--- config.mk ---
export PLATFORM = sky130hd
export DESIGN_NAME = adc_control_sequencer
export DESIGN_NICKNAME = d
export VERILOG_FILES = /design/src/rtl/adc_control_sequencer_pkg.sv /design/src/rtl/adc_control_sequencer.sv
export VERILOG_INCLUDE_DIRS = /design/src /design/src/rtl
export SDC_FILE = /design/constraint.sdc
export NUM_CORES = 1
export LEC_CHECK = 0
export ABC_AREA = 1
export BUFFER_PORTS_ARGS = -buffer_cell sky130_fd_sc_hd__buf_4
export CAP_MARGIN = 20
export CORE_MARGIN = 8
export CORE_UTILIZATION = 50
export DETAILED_ROUTE_END_ITERATION = 6
export PLACE_DENSITY_LB_ADDON = 0.12
export SYNTH_ARGS = -nofsm -noshare
export SYNTH_HDL_FRONTEND = slang
export SYNTH_SLANG_ARGS = --single-unit
--- constraint.sdc ---
create_clock -name i_mclk -period 2 [get_ports i_mclk]
set_input_delay 0.2 -clock i_mclk [delete_from_list [all_inputs] [get_ports i_mclk]]
set_output_delay 0.2 -clock i_mclk [all_outputs]
set_load 0.01 [all_outputs]
--- src/rtl/adc_control_sequencer_params.svh ---
// Register offsets, field positions, reset values and timing counts
`ifndef ADC_CONTROL_SEQUENCER_PARAMS_SVH
`define ADC_CONTROL_SEQUENCER_PARAMS_SVH

`define CONV_CONTROL_ADDR 2'h0
`define CONV_CLOCK_SELECT_ADDR 2'h1
`define CONV_RESULT_HIGH_ADDR 2'h2
`define CONV_RESULT_LOW_ADDR 2'h3

`define CTRL_START_BIT 7
`define CTRL_BUSY_BIT 6
`define CTRL_PIN_LSB 3
`define CTRL_CHAN_LSB 0

`define CONV_CONTROL_RESET 7'h00
`define CONV_CLOCK_SELECT_RESET 3'h0
`define CONV_BUSY_RESET 1'b0

`define PIN_CONFIG_OFF 3'h0
`define PIN_CONFIG_ALL 3'h4

`define CONV_PERIODS_8 7'h40
`define CONV_PERIODS_9 7'h4C
`define CONV_PERIODS_12 7'h50

`endif

--- src/rtl/adc_control_sequencer_pkg.sv ---
// Types shared by the converter control sequencer
package adc_control_sequencer_pkg;

  typedef logic [11:0] sample_t;

  typedef struct packed {
    sample_t [3:0] ch;
  } samples_t;

  typedef struct packed {
    logic start;
    logic [2:0] pin_config;
    logic [2:0] channel_select;
  } conv_control_t;

  typedef struct packed {
    logic wr;
    logic rd;
    logic [1:0] addr;
    logic [7:0] wdata;
  } reg_req_t;

  typedef enum logic [1:0] {
    ST_IDLE,
    ST_HOLD,
    ST_CONVERT
  } conv_state_t;

endpackage

--- src/rtl/adc_control_sequencer.sv ---
// Control sequencer of a four-channel successive conversion converter
`timescale 1ns/1ps
`include "adc_control_sequencer_params.svh"

module adc_control_sequencer #(
  parameter int RES_BITS = 12
) (
  input wire logic i_mclk,
  input wire logic i_rst_n,
  input wire adc_control_sequencer_pkg::reg_req_t i_reg,
  output logic [7:0] o_reg_rdata,
  input wire adc_control_sequencer_pkg::samples_t i_samples,
  input wire logic i_conv_irq_en,
  output logic [1:0] o_sample_channel,
  output logic [3:0] o_analog_pin_en,
  output logic o_adc_power_on,
  output logic o_conv_flag_set,
  output logic o_conv_irq
);

  // Only the three supported widths have a known period count
  if (RES_BITS != 8 && RES_BITS != 9 && RES_BITS != 12) begin : g_bad_res
    $error("RES_BITS must be 8, 9 or 12");
  end

  // Number of conversion clock periods in one conversion
  function automatic logic [6:0] conv_periods(input int res);
    if (res == 8) begin
      return `CONV_PERIODS_8;
    end else if (res == 9) begin
      return `CONV_PERIODS_9;
    end
    return `CONV_PERIODS_12;
  endfunction

  // Divider field to log2 of the ratio; unused codes take the slowest
  function automatic logic [2:0] div_shift(input logic [2:0] code);
    case (code)
      3'h4: return 3'h0;
      3'h0: return 3'h1;
      3'h5: return 3'h2;
      3'h1: return 3'h3;
      3'h6: return 3'h4;
      default: return 3'h5;
    endcase
  endfunction

  localparam logic [6:0] PERIODS = conv_periods(RES_BITS);

  adc_control_sequencer_pkg::conv_control_t ctrl;
  adc_control_sequencer_pkg::conv_state_t state;
  adc_control_sequencer_pkg::conv_state_t next_state;
  logic busy;
  logic [2:0] clock_divider_select;
  logic [15:0] result;
  logic [4:0] div_cnt;
  logic [6:0] period_cnt;

  wire [1:0] chan = ctrl.channel_select[1:0];
  wire powered = ctrl.pin_config != `PIN_CONFIG_OFF;
  wire [2:0] shift = div_shift(clock_divider_select);
  wire [4:0] div_mask = 5'((6'h01 << shift) - 6'h01);
  wire tick = (div_cnt & div_mask) == div_mask;
  wire converting = state == adc_control_sequencer_pkg::ST_CONVERT;
  wire finish = converting && !ctrl.start && powered &&
                tick && period_cnt == PERIODS - 7'h01;
  wire wr_ctrl = i_reg.wr && i_reg.addr == `CONV_CONTROL_ADDR;
  wire wr_clk = i_reg.wr && i_reg.addr == `CONV_CLOCK_SELECT_ADDR;
  wire [11:0] picked = i_samples.ch[chan];
  wire [15:0] justified = 16'({4'h0, picked[RES_BITS-1:0]} <<
                              (16 - RES_BITS));
  wire [3:0] pin_decode =
    ctrl.pin_config >= `PIN_CONFIG_ALL ? 4'hF :
    4'((5'h01 << ctrl.pin_config) - 5'h01);
  wire [7:0] ctrl_read = {ctrl.start, busy, ctrl.pin_config,
                          ctrl.channel_select};
  wire [7:0] read_mux =
    i_reg.addr == `CONV_CONTROL_ADDR ? ctrl_read :
    i_reg.addr == `CONV_CLOCK_SELECT_ADDR ?
      {5'h00, clock_divider_select} :
    i_reg.addr == `CONV_RESULT_HIGH_ADDR ? result[15:8] : result[7:0];

  // Start high holds reset; its fall launches the conversion if powered, else returns to idle
  always_comb begin
    next_state = state;
    unique case (state)
      adc_control_sequencer_pkg::ST_IDLE: begin
        if (ctrl.start) begin
          next_state = adc_control_sequencer_pkg::ST_HOLD;
        end
      end
      adc_control_sequencer_pkg::ST_HOLD: begin
        if (!ctrl.start && powered) begin
          next_state = adc_control_sequencer_pkg::ST_CONVERT;
        end else if (!ctrl.start) begin
          next_state = adc_control_sequencer_pkg::ST_IDLE;
        end
      end
      adc_control_sequencer_pkg::ST_CONVERT: begin
        if (ctrl.start) begin
          next_state = adc_control_sequencer_pkg::ST_HOLD;
        end else if (!powered || finish) begin
          next_state = adc_control_sequencer_pkg::ST_IDLE;
        end
      end
    endcase
  end

  always_ff @(posedge i_mclk) begin
    if (!i_rst_n) begin
      ctrl <= `CONV_CONTROL_RESET;
      clock_divider_select <= `CONV_CLOCK_SELECT_RESET;
    end else begin
      if (wr_ctrl) begin
        ctrl <= {i_reg.wdata[`CTRL_START_BIT],
                 i_reg.wdata[`CTRL_PIN_LSB +: 3],
                 i_reg.wdata[`CTRL_CHAN_LSB +: 3]};
      end
      if (wr_clk) begin
        clock_divider_select <= i_reg.wdata[2:0];
      end
    end
  end

  always_ff @(posedge i_mclk) begin
    if (!i_rst_n) begin
      state <= adc_control_sequencer_pkg::ST_IDLE;
      busy <= `CONV_BUSY_RESET;
    end else begin
      state <= next_state;
      if (ctrl.start) begin
        busy <= 1'b1;
      end else if (finish) begin
        busy <= 1'b0;
      end
    end
  end

  // Divider and period count restart with every conversion
  always_ff @(posedge i_mclk) begin
    if (!i_rst_n || !converting) begin
      div_cnt <= 5'h00;
      period_cnt <= 7'h00;
    end else begin
      div_cnt <= div_cnt + 5'h01;
      if (tick) begin
        period_cnt <= period_cnt + 7'h01;
      end
    end
  end

  always_ff @(posedge i_mclk) begin
    if (!i_rst_n) begin
      result <= 16'h0000;
      o_reg_rdata <= 8'h00;
      o_conv_flag_set <= 1'b0;
      o_conv_irq <= 1'b0;
      o_analog_pin_en <= 4'h0;
      o_adc_power_on <= 1'b0;
      o_sample_channel <= 2'h0;
    end else begin
      if (finish) begin
        result <= justified;
      end
      if (i_reg.rd) begin
        o_reg_rdata <= read_mux;
      end
      o_conv_flag_set <= finish;
      o_conv_irq <= finish && i_conv_irq_en;
      o_analog_pin_en <= pin_decode;
      o_adc_power_on <= powered;
      o_sample_channel <= chan;
    end
  end

  // Helper: cycles spent converting, and whether the divider moved
  logic [11:0] cyc_cnt;
  logic div_moved;
  always_ff @(posedge i_mclk) begin
    if (!i_rst_n || !converting) begin
      cyc_cnt <= 12'h000;
      div_moved <= wr_clk;
    end else begin
      cyc_cnt <= cyc_cnt + 12'h001;
      div_moved <= div_moved | wr_clk;
    end
  end

  chk_busy_held: assert property (
    @(posedge i_mclk) disable iff (!i_rst_n)
    ctrl.start |=> busy && state == adc_control_sequencer_pkg::ST_HOLD)
    else $error("busy not set while start held");

  chk_done_clears: assert property (
    @(posedge i_mclk) disable iff (!i_rst_n)
    finish |=> !busy && o_conv_flag_set ##1 !o_conv_flag_set)
    else $error("completion did not clear busy once");

  chk_irq_gating: assert property (
    @(posedge i_mclk) disable iff (!i_rst_n)
    o_conv_irq |-> o_conv_flag_set && $past(i_conv_irq_en))
    else $error("interrupt without completion or enable");

  chk_irq_raised: assert property (
    @(posedge i_mclk) disable iff (!i_rst_n)
    finish && i_conv_irq_en |=> o_conv_irq)
    else $error("enabled completion raised no interrupt");

  chk_conv_length: assert property (
    @(posedge i_mclk) disable iff (!i_rst_n)
    finish && !div_moved && !wr_clk |->
      cyc_cnt == 12'({5'h00, PERIODS} << shift) - 12'h001)
    else $error("conversion length wrong");

  chk_result_hold: assert property (
    @(posedge i_mclk) disable iff (!i_rst_n)
    !finish |=> $stable(result))
    else $error("result changed without completion");

  chk_result_map: assert property (
    @(posedge i_mclk) disable iff (!i_rst_n)
    finish |=> result[15:16-RES_BITS] ==
      $past(i_samples.ch[chan][RES_BITS-1:0]) &&
      result[15-RES_BITS:0] == '0)
    else $error("result not left-justified from selected channel");

  chk_pins_all: assert property (
    @(posedge i_mclk) disable iff (!i_rst_n)
    ctrl.pin_config >= `PIN_CONFIG_ALL |=> o_analog_pin_en == 4'hF)
    else $error("not all pins analog");

  // A powered-down cycle never leads straight into a conversion
  chk_power_down: assert property (
    @(posedge i_mclk) disable iff (!i_rst_n)
    ctrl.pin_config == `PIN_CONFIG_OFF |=>
      !o_adc_power_on && o_analog_pin_en == 4'h0 && !converting)
    else $error("converter not powered down");

  chk_busy_write: assert property (
    @(posedge i_mclk) disable iff (!i_rst_n)
    !ctrl.start && !finish |=> $stable(busy))
    else $error("busy moved without start or completion");

endmodule

==> results of run 1 <==
## worst max-delay path by stage
stage / cells past startpoint / startpoint / end
6_report: 9 / period_cnt[0] / result[9]
3_5_place_dp: 8 / period_cnt[0] / result[4]
3_3_place_gp: 8 / period_cnt[0] / result[10]
5_1_grt: 9 / period_cnt[0] / result[4]
2_1_floorplan: 9 / period_cnt[0] / result[13]
4_1_cts: 9 / period_cnt[0] / result[7]
## cell usage in the layout (no fill, tap or decap), drive strengths merged
cell type   n
inv        36
a21oi      31
a211oi      1
ha          2
nand3       6
o22ai      12
nor3        1
nor3b       1
nor2       79
a41oi       1
o21a        1
xor2        3
nand2      71
o221ai      1
buf        81
clkbuf      7
o21ai      47
a31oi       2
xnor2       3
clkinv      2
dfxtp      54
## worst register-to-register path: stages, from the launching register on
cell and delay (ns):
dfxtp_1 0.38, ha_1 0.22, inv_1 0.06, nor2_2 0.13
nand2_1 0.07, nor2_2 0.15, nand2_4 0.21, nand2_1 0.12
nand2_1 0.05, nor2_1 0.10
## cell type report
class	instances	share of cell area [%]
clock buffer	7	2.66
clock inverter	1	0.154
inverter	37	4.28
multi-input combinational	262	38.2
sequential	54	33.3
tap	70	2.70
timing repair buffer	81	18.7
## synth_stat cells, types with 2 or more instances
library cell and instances:
a21oi_1 31, a31oi_1 2, buf_2 3, buf_6 3, clkbuf_1 8, dfxtp_1 54
ha_1 2, inv_1 34, inv_2 2, nand2_1 70, nand3_1 5, nor2_1 73
nor2_2 5, o21ai_0 47, o22ai_1 12, xnor2_1 3, xor2_1 3
## state kept, by name, summed over array words and instances (netlist names)
register / cells
div_cnt: 5
chan: 2
o_sample_channel: 2
o_reg_rdata: 8
state: 2
result: 12
o_analog_pin_en: 4
busy: 1
o_conv_flag_set: 1
o_adc_power_on: 1
period_cnt: 7
clock_divider_select: 3
o_conv_irq: 1
ctrl: 5
## metal layers
layer	share of wire, %	GRT usage, %
met4	2.2	7.66
met1	43	19.3
met5	0	0
met2	45	30.2
met3	10	7.55
## power by group through the flow
stage                     combinational [mW]  clock (mW)  sequential, mW
after floorplan                        0.125           0            1.15
after CTS                              0.281       0.634            1.12
after global placement                 0.276           0            1.14
after detailed placement               0.280           0            1.14
final                                  0.279       0.615            1.12
after global routing                   0.313       0.685            1.12
## stage by stage
step           util, %  hold slack (ns)
2_1_floorplan        -            0.338
3_3_place_gp      63.0            0.438
3_5_place_dp      63.0            0.442
4_1_cts           64.8            0.114
5_1_grt           64.8            0.120
6_report          64.8            0.125
## cells by family after synthesis
group	synth area share [%]
xor gates and xnor gates	2.07
buffers and inverters	8.58
DFF	42.6
and+or+nand+nor	25.7
adders and majority gates	0.986
AOI/OAI and AO/OA	20.1
==> flow_metrics.env, run 1 <==
export IMPL_status="completed"
export IMPL_r2r_start="period_cnt[0]"
export IMPL_final_area_um2=3250
export IMPL_synthTopCellsByArea="dfxtp_1 43%, nor2_1 11%, nand2_1 10%, o21ai_0 9.3%, a21oi_1 6.1%"
export IMPL_n_fill_cell=480
export IMPL_die_area_um2=7610
export IMPL_fp_dieH_um=87.3
export IMPL_place_ws_ns=0.450
export IMPL_multi_input_area_um2=1240
export IMPL_drt_pass1_iterations=5
export IMPL_htree_num_levels=2
export IMPL_fin_cells=512
export IMPL_worstPathArrival_ns=1.79
export IMPL_clk_pin_slew_ns=0.09
export IMPL_max_cap_violations=0
export IMPL_seqCellArea_um2=1080
export IMPL_synth_async_reset_ratio_pct=0
export IMPL_start_util_pct=50.7
export IMPL_synth_nets=432
export IMPL_grt_ovfl_total=0
export IMPL_period_share_pct=77.4
export IMPL_synth_yosys_seq_area_share_pct=42.6
export IMPL_place_area_um2=3160
export IMPL_cp_max_fo=28
export IMPL_hold_violations=0
export IMPL_worst_pin_slew_ns=0.607
export IMPL_grt_pass1_wl_um=11000
export IMPL_place_congestion=0.779
export IMPL_report_final_slew_viol_count=0
export IMPL_min_from="i_conv_irq_en"
export IMPL_p_int_mw=1.52
export IMPL_power_total_mw=2.01
export IMPL_cts_tree="done"
export IMPL_vias_per_cell=4.98
export IMPL_seqPwrFrac_pct=55.6
export IMPL_dp_hpwl_um=4830
export IMPL_io_buffers=78
export IMPL_setup_violations_final=0
export IMPL_peakVddDrop_uv=289
export IMPL_p_sw_share_pct=24.3
export IMPL_clockBufferDepth=2
export IMPL_crit_top_cell="nand2_1"
export IMPL_synth_top_flop_cell="dfxtp_1"
export IMPL_holdPathStages=2
export IMPL_min_period_ns=1.55
export IMPL_leakage_nw=1.48
export IMPL_clock_power_share_pct=30.5
export IMPL_timing_fmax_ghz=0.646
export IMPL_hold_end="o_conv_irq"
export IMPL_tns_ns=0
export IMPL_p_per_area_nw_per_um2=620
export IMPL_fin_skew_ns=0.00536
export IMPL_synth_top_area_share_pct=42.6
export IMPL_grt_setup_unrepaired="no"
export IMPL_synth_seq_cells=54
export IMPL_postSynthAreaPerCell_um2=6.92
export IMPL_synth_cell_types=27
export IMPL_antenna_cells=0
export IMPL_clk_latency_ns=0.31
export IMPL_synth_top_area_cell="dfxtp_1"
export IMPL_synth_area_um2=2540
export IMPL_core_area_um2=5010
export IMPL_crit_chain="ha_1 > inv_1 > nor2_2 > nand2_1 > nor2_2 > nand2_4 > nand2_1 > nand2_1 > nor2_1"
export IMPL_relSlewSlack_pct=59.5
export IMPL_yosysWarnings=0
export IMPL_area_delta_synth_final_pct=27.9
export IMPL_hold_path_class="in -> reg"
export IMPL_first_iter_violations=114
export IMPL_post_cts_buffers=0
export IMPL_drc=0
export IMPL_r2r_slack_ns=0.45
export IMPL_cts_buffers=5
export IMPL_cts_num_sinks=54
export IMPL_grt_pass1_vias=2552
export IMPL_crit_slowest_cell="dfxtp_1"
export IMPL_cts_resized=0
export IMPL_cpPeakStageDelay_ns=0.38
export IMPL_synth_edf_count=0
export IMPL_cp_data_required_time_ns=2.24
export IMPL_grt_max_degree=34
export IMPL_r2r_end="result[9]"
export IMPL_critPathKind="reg -> reg"
export IMPL_critPathTopFamily="simple AND/OR/NAND/NOR gates"
export IMPL_netlist_instances=367
export IMPL_dr_total_vias=2548
export IMPL_die_x_um=87.3
export IMPL_startpoint_type="register"
export IMPL_nets=506
export IMPL_track_usage_pct=18.0
export IMPL_fin_ws_ns=0.452
export IMPL_io_pins=80
export IMPL_rows=26
export IMPL_r2r_cells=9
export IMPL_final_antenna_net_count=0
export IMPL_drive_gt1_share_pct=22.4
export IMPL_end_kind="register"
export IMPL_routed_wl_um=6370
export IMPL_post_drt_wl_per_cell_um=12.4
export IMPL_hold_buffers=0
export IMPL_root_buffer="clkbuf_8"
export IMPL_place_inst=504
export IMPL_antenna_found_initial=0
export IMPL_critPathBufInv=1
export IMPL_power_frac_comb_pct=13.9
export IMPL_p_switching_mw=0.488
Note: power is estimated with default switching activity, not from simulation.
==> run 2, diff against run 1 <==
Clock period 2 ns to 1.6 ns, I/O delays scaled along.
==> run 2 against run 1 <==
Hold slack worse by 0.042 ns. Total power is 40% higher. Clock power is 74% higher. Cell count is 0.78% higher. Global-route usage is 0.70 points lower. Die area stayed put. Non-clock buffer count is 4 higher. Sequential share of layout area is 0.85 points lower. Via count is 0.55% lower. First-iteration DRC count is 25% higher. Register-to-register slack worse by 0.32 ns. Combinational power is 28% higher. Critical path type unchanged. Highest routed layer unchanged.
==> flow_metrics.env, run 2 (same netlist as run 1, synthesis figures left out) <==
export IMPL_drc=0
export IMPL_drive_gt1_share_pct=23.8
export IMPL_fin_util_pct=66.7
export IMPL_grt_max_degree=33
export IMPL_cts_tree="done"
export IMPL_period_share_pct=91.4
export IMPL_vias_per_cell=4.91
export IMPL_peakVddDrop_uv=478
export IMPL_drt_pass1_iterations=4
export IMPL_critPathKind="reg -> reg"
export IMPL_timing_fmax_ghz=0.684
export IMPL_track_usage_pct=17.3
export IMPL_end_kind="register"
export IMPL_first_iter_violations=142
export IMPL_antenna_cells=0
export IMPL_r2r_cells=8
export IMPL_io_buffers=78
export IMPL_io_pins=80
export IMPL_start_util_pct=50.7
export IMPL_tns_ns=0
export IMPL_leakage_nw=1.50
export IMPL_core_area_um2=5010
export IMPL_area_delta_synth_final_pct=31.5
export IMPL_hold_path_class="in -> reg"
export IMPL_hold_violations=0
export IMPL_worstPathArrival_ns=1.67
export IMPL_n_fill_cell=485
export IMPL_power_frac_comb_pct=12.6
export IMPL_cp_data_required_time_ns=1.81
export IMPL_clock_power_share_pct=37.9
export IMPL_cts_buffers=5
export IMPL_dr_total_vias=2534
export IMPL_largest_register="result"
export IMPL_status="completed"
export IMPL_routed_wl_um=6440
export IMPL_post_cts_buffers=0
export IMPL_grt_pass1_vias=2386
export IMPL_worst_pin_slew_ns=0.634
export IMPL_grt_pass1_wl_um=10500
export IMPL_post_drt_wl_per_cell_um=12.5
export IMPL_seqPwrFrac_pct=49.5
export IMPL_clk_pin_slew_ns=0.10
export IMPL_clockBufferDepth=2
export IMPL_report_final_slew_viol_count=0
export IMPL_r2r_end="result[10]"
export IMPL_p_sw_share_pct=22.6
export IMPL_p_per_area_nw_per_um2=846
export IMPL_min_from="i_conv_irq_en"
export IMPL_nets=510
export IMPL_cp_max_fo=28
export IMPL_grt_ovfl_total=0
export IMPL_timing_hold_ws_ns=0.0832
export IMPL_setup_violations_final=0
export IMPL_fin_skew_ns=0.00667
export IMPL_min_period_ns=1.46
export IMPL_die_area_um2=7610
export IMPL_cts_num_sinks=54
export IMPL_crit_start="period_cnt[0]"
export IMPL_place_congestion=0.783
export IMPL_fin_cells=516
export IMPL_fin_ws_ns=0.137
export IMPL_final_antenna_net_count=0
export IMPL_r2r_slack_ns=0.14
export IMPL_startpoint_type="register"
export IMPL_grt_setup_unrepaired="no"
export IMPL_r2r_start="period_cnt[0]"
export IMPL_dp_hpwl_um=4840
export IMPL_clk_latency_ns=0.31
export IMPL_root_buffer="clkbuf_8"
export IMPL_hold_end="o_conv_irq"
export IMPL_p_switching_mw=0.637
export IMPL_hold_buffers=0
export IMPL_largest_reg_flops=12
export IMPL_die_x_um=87.3
export IMPL_mostFrequentLayoutCell="buf_4"
export IMPL_p_int_mw=2.19
export IMPL_place_inst=508
export IMPL_holdPathStages=2
export IMPL_antenna_found_initial=0
export IMPL_layout_common_cells="85 x buf_4, 73 x nor2_1, 70 x nand2_1"
export IMPL_largest_registers="result x12, o_reg_rdata x8, period_cnt x7"
export IMPL_fp_dieH_um=87.3
export IMPL_rows=26
export IMPL_htree_num_levels=2
export IMPL_max_cap_violations=0
export IMPL_place_ws_ns=0.0800
export IMPL_relSlewSlack_pct=57.7
[run 2: cell types whose count changed in the layout (fill, tap and decap cells not counted), sizes merged]
cell and change:
clkbuf -2, bufinv +2, buf +4
[run 2: how the worst max path moves through the flow]
stage / endpoint / slack, ns / depth (start not counted)
2_1_floorplan: result[13] / 0.21 / 9
3_5_place_dp: result[15] / 0.08 / 8
4_1_cts: result[7] / 0.06 / 9
5_1_grt: result[7] / 0.02 / 9
6_report: result[10] / 0.14 / 8
3_3_place_gp: result[13] / 0.15 / 8
[run 2: final cells by class]
class                           count  area, µm²  share of cell area, %
Clock buffer                        5       68.8                   2.06
Clock inverter                      3       68.8                   2.06
Inverter                           37        139                   4.16
Multi-Input combinational cell    262       1250                   37.5
Sequential cell                    54       1080                   32.4
Tap cell                           70       87.6                   2.62
Timing Repair Buffer               85        638                   19.1
[run 2: power groups by stage]
stage / clock (mW) / combinational, mW / sequential, mW
5_1_grt: 1.17 / 0.394 / 1.40
3_5_place_dp: 0 / 0.356 / 1.43
6_report: 1.07 / 0.356 / 1.40
2_1_floorplan: 0 / 0.156 / 1.43
4_1_cts: 1.09 / 0.357 / 1.40
3_3_place_gp: 0 / 0.352 / 1.43
[run 2: metrics by stage]
stage | total power, mW | area, µm²
2_1_floorplan | 1.59 | 2540
3_3_place_gp | 1.78 | 3190
3_5_place_dp | 1.78 | 3190
4_1_cts | 2.85 | 3320
5_1_grt | 2.96 | 3340
6_report | 2.82 | 3340
[run 2: what timing repair did]
action	in CTS	in global routing
resized for setup	0	4
hold endpoints to repair	0	0
setup endpoints to repair	0	14
[run 2: routing by layer]
layer  GRT usage [%]  wire (µm)
met1            18.9       2770
met2            28.7       2940
met3            7.55        632
met4            6.56         98
met5               0          0
[run 2: worst max-delay path, stage by stage, from the launching register on]
cell,delay [ns]
dfxtp_2,0.37
ha_1,0.18
inv_1,0.06
nor2_2,0.14
nand2_1,0.10
nor2_4,0.17
nand2_8,0.15
nor2_1,0.13
nor2_1,0.05
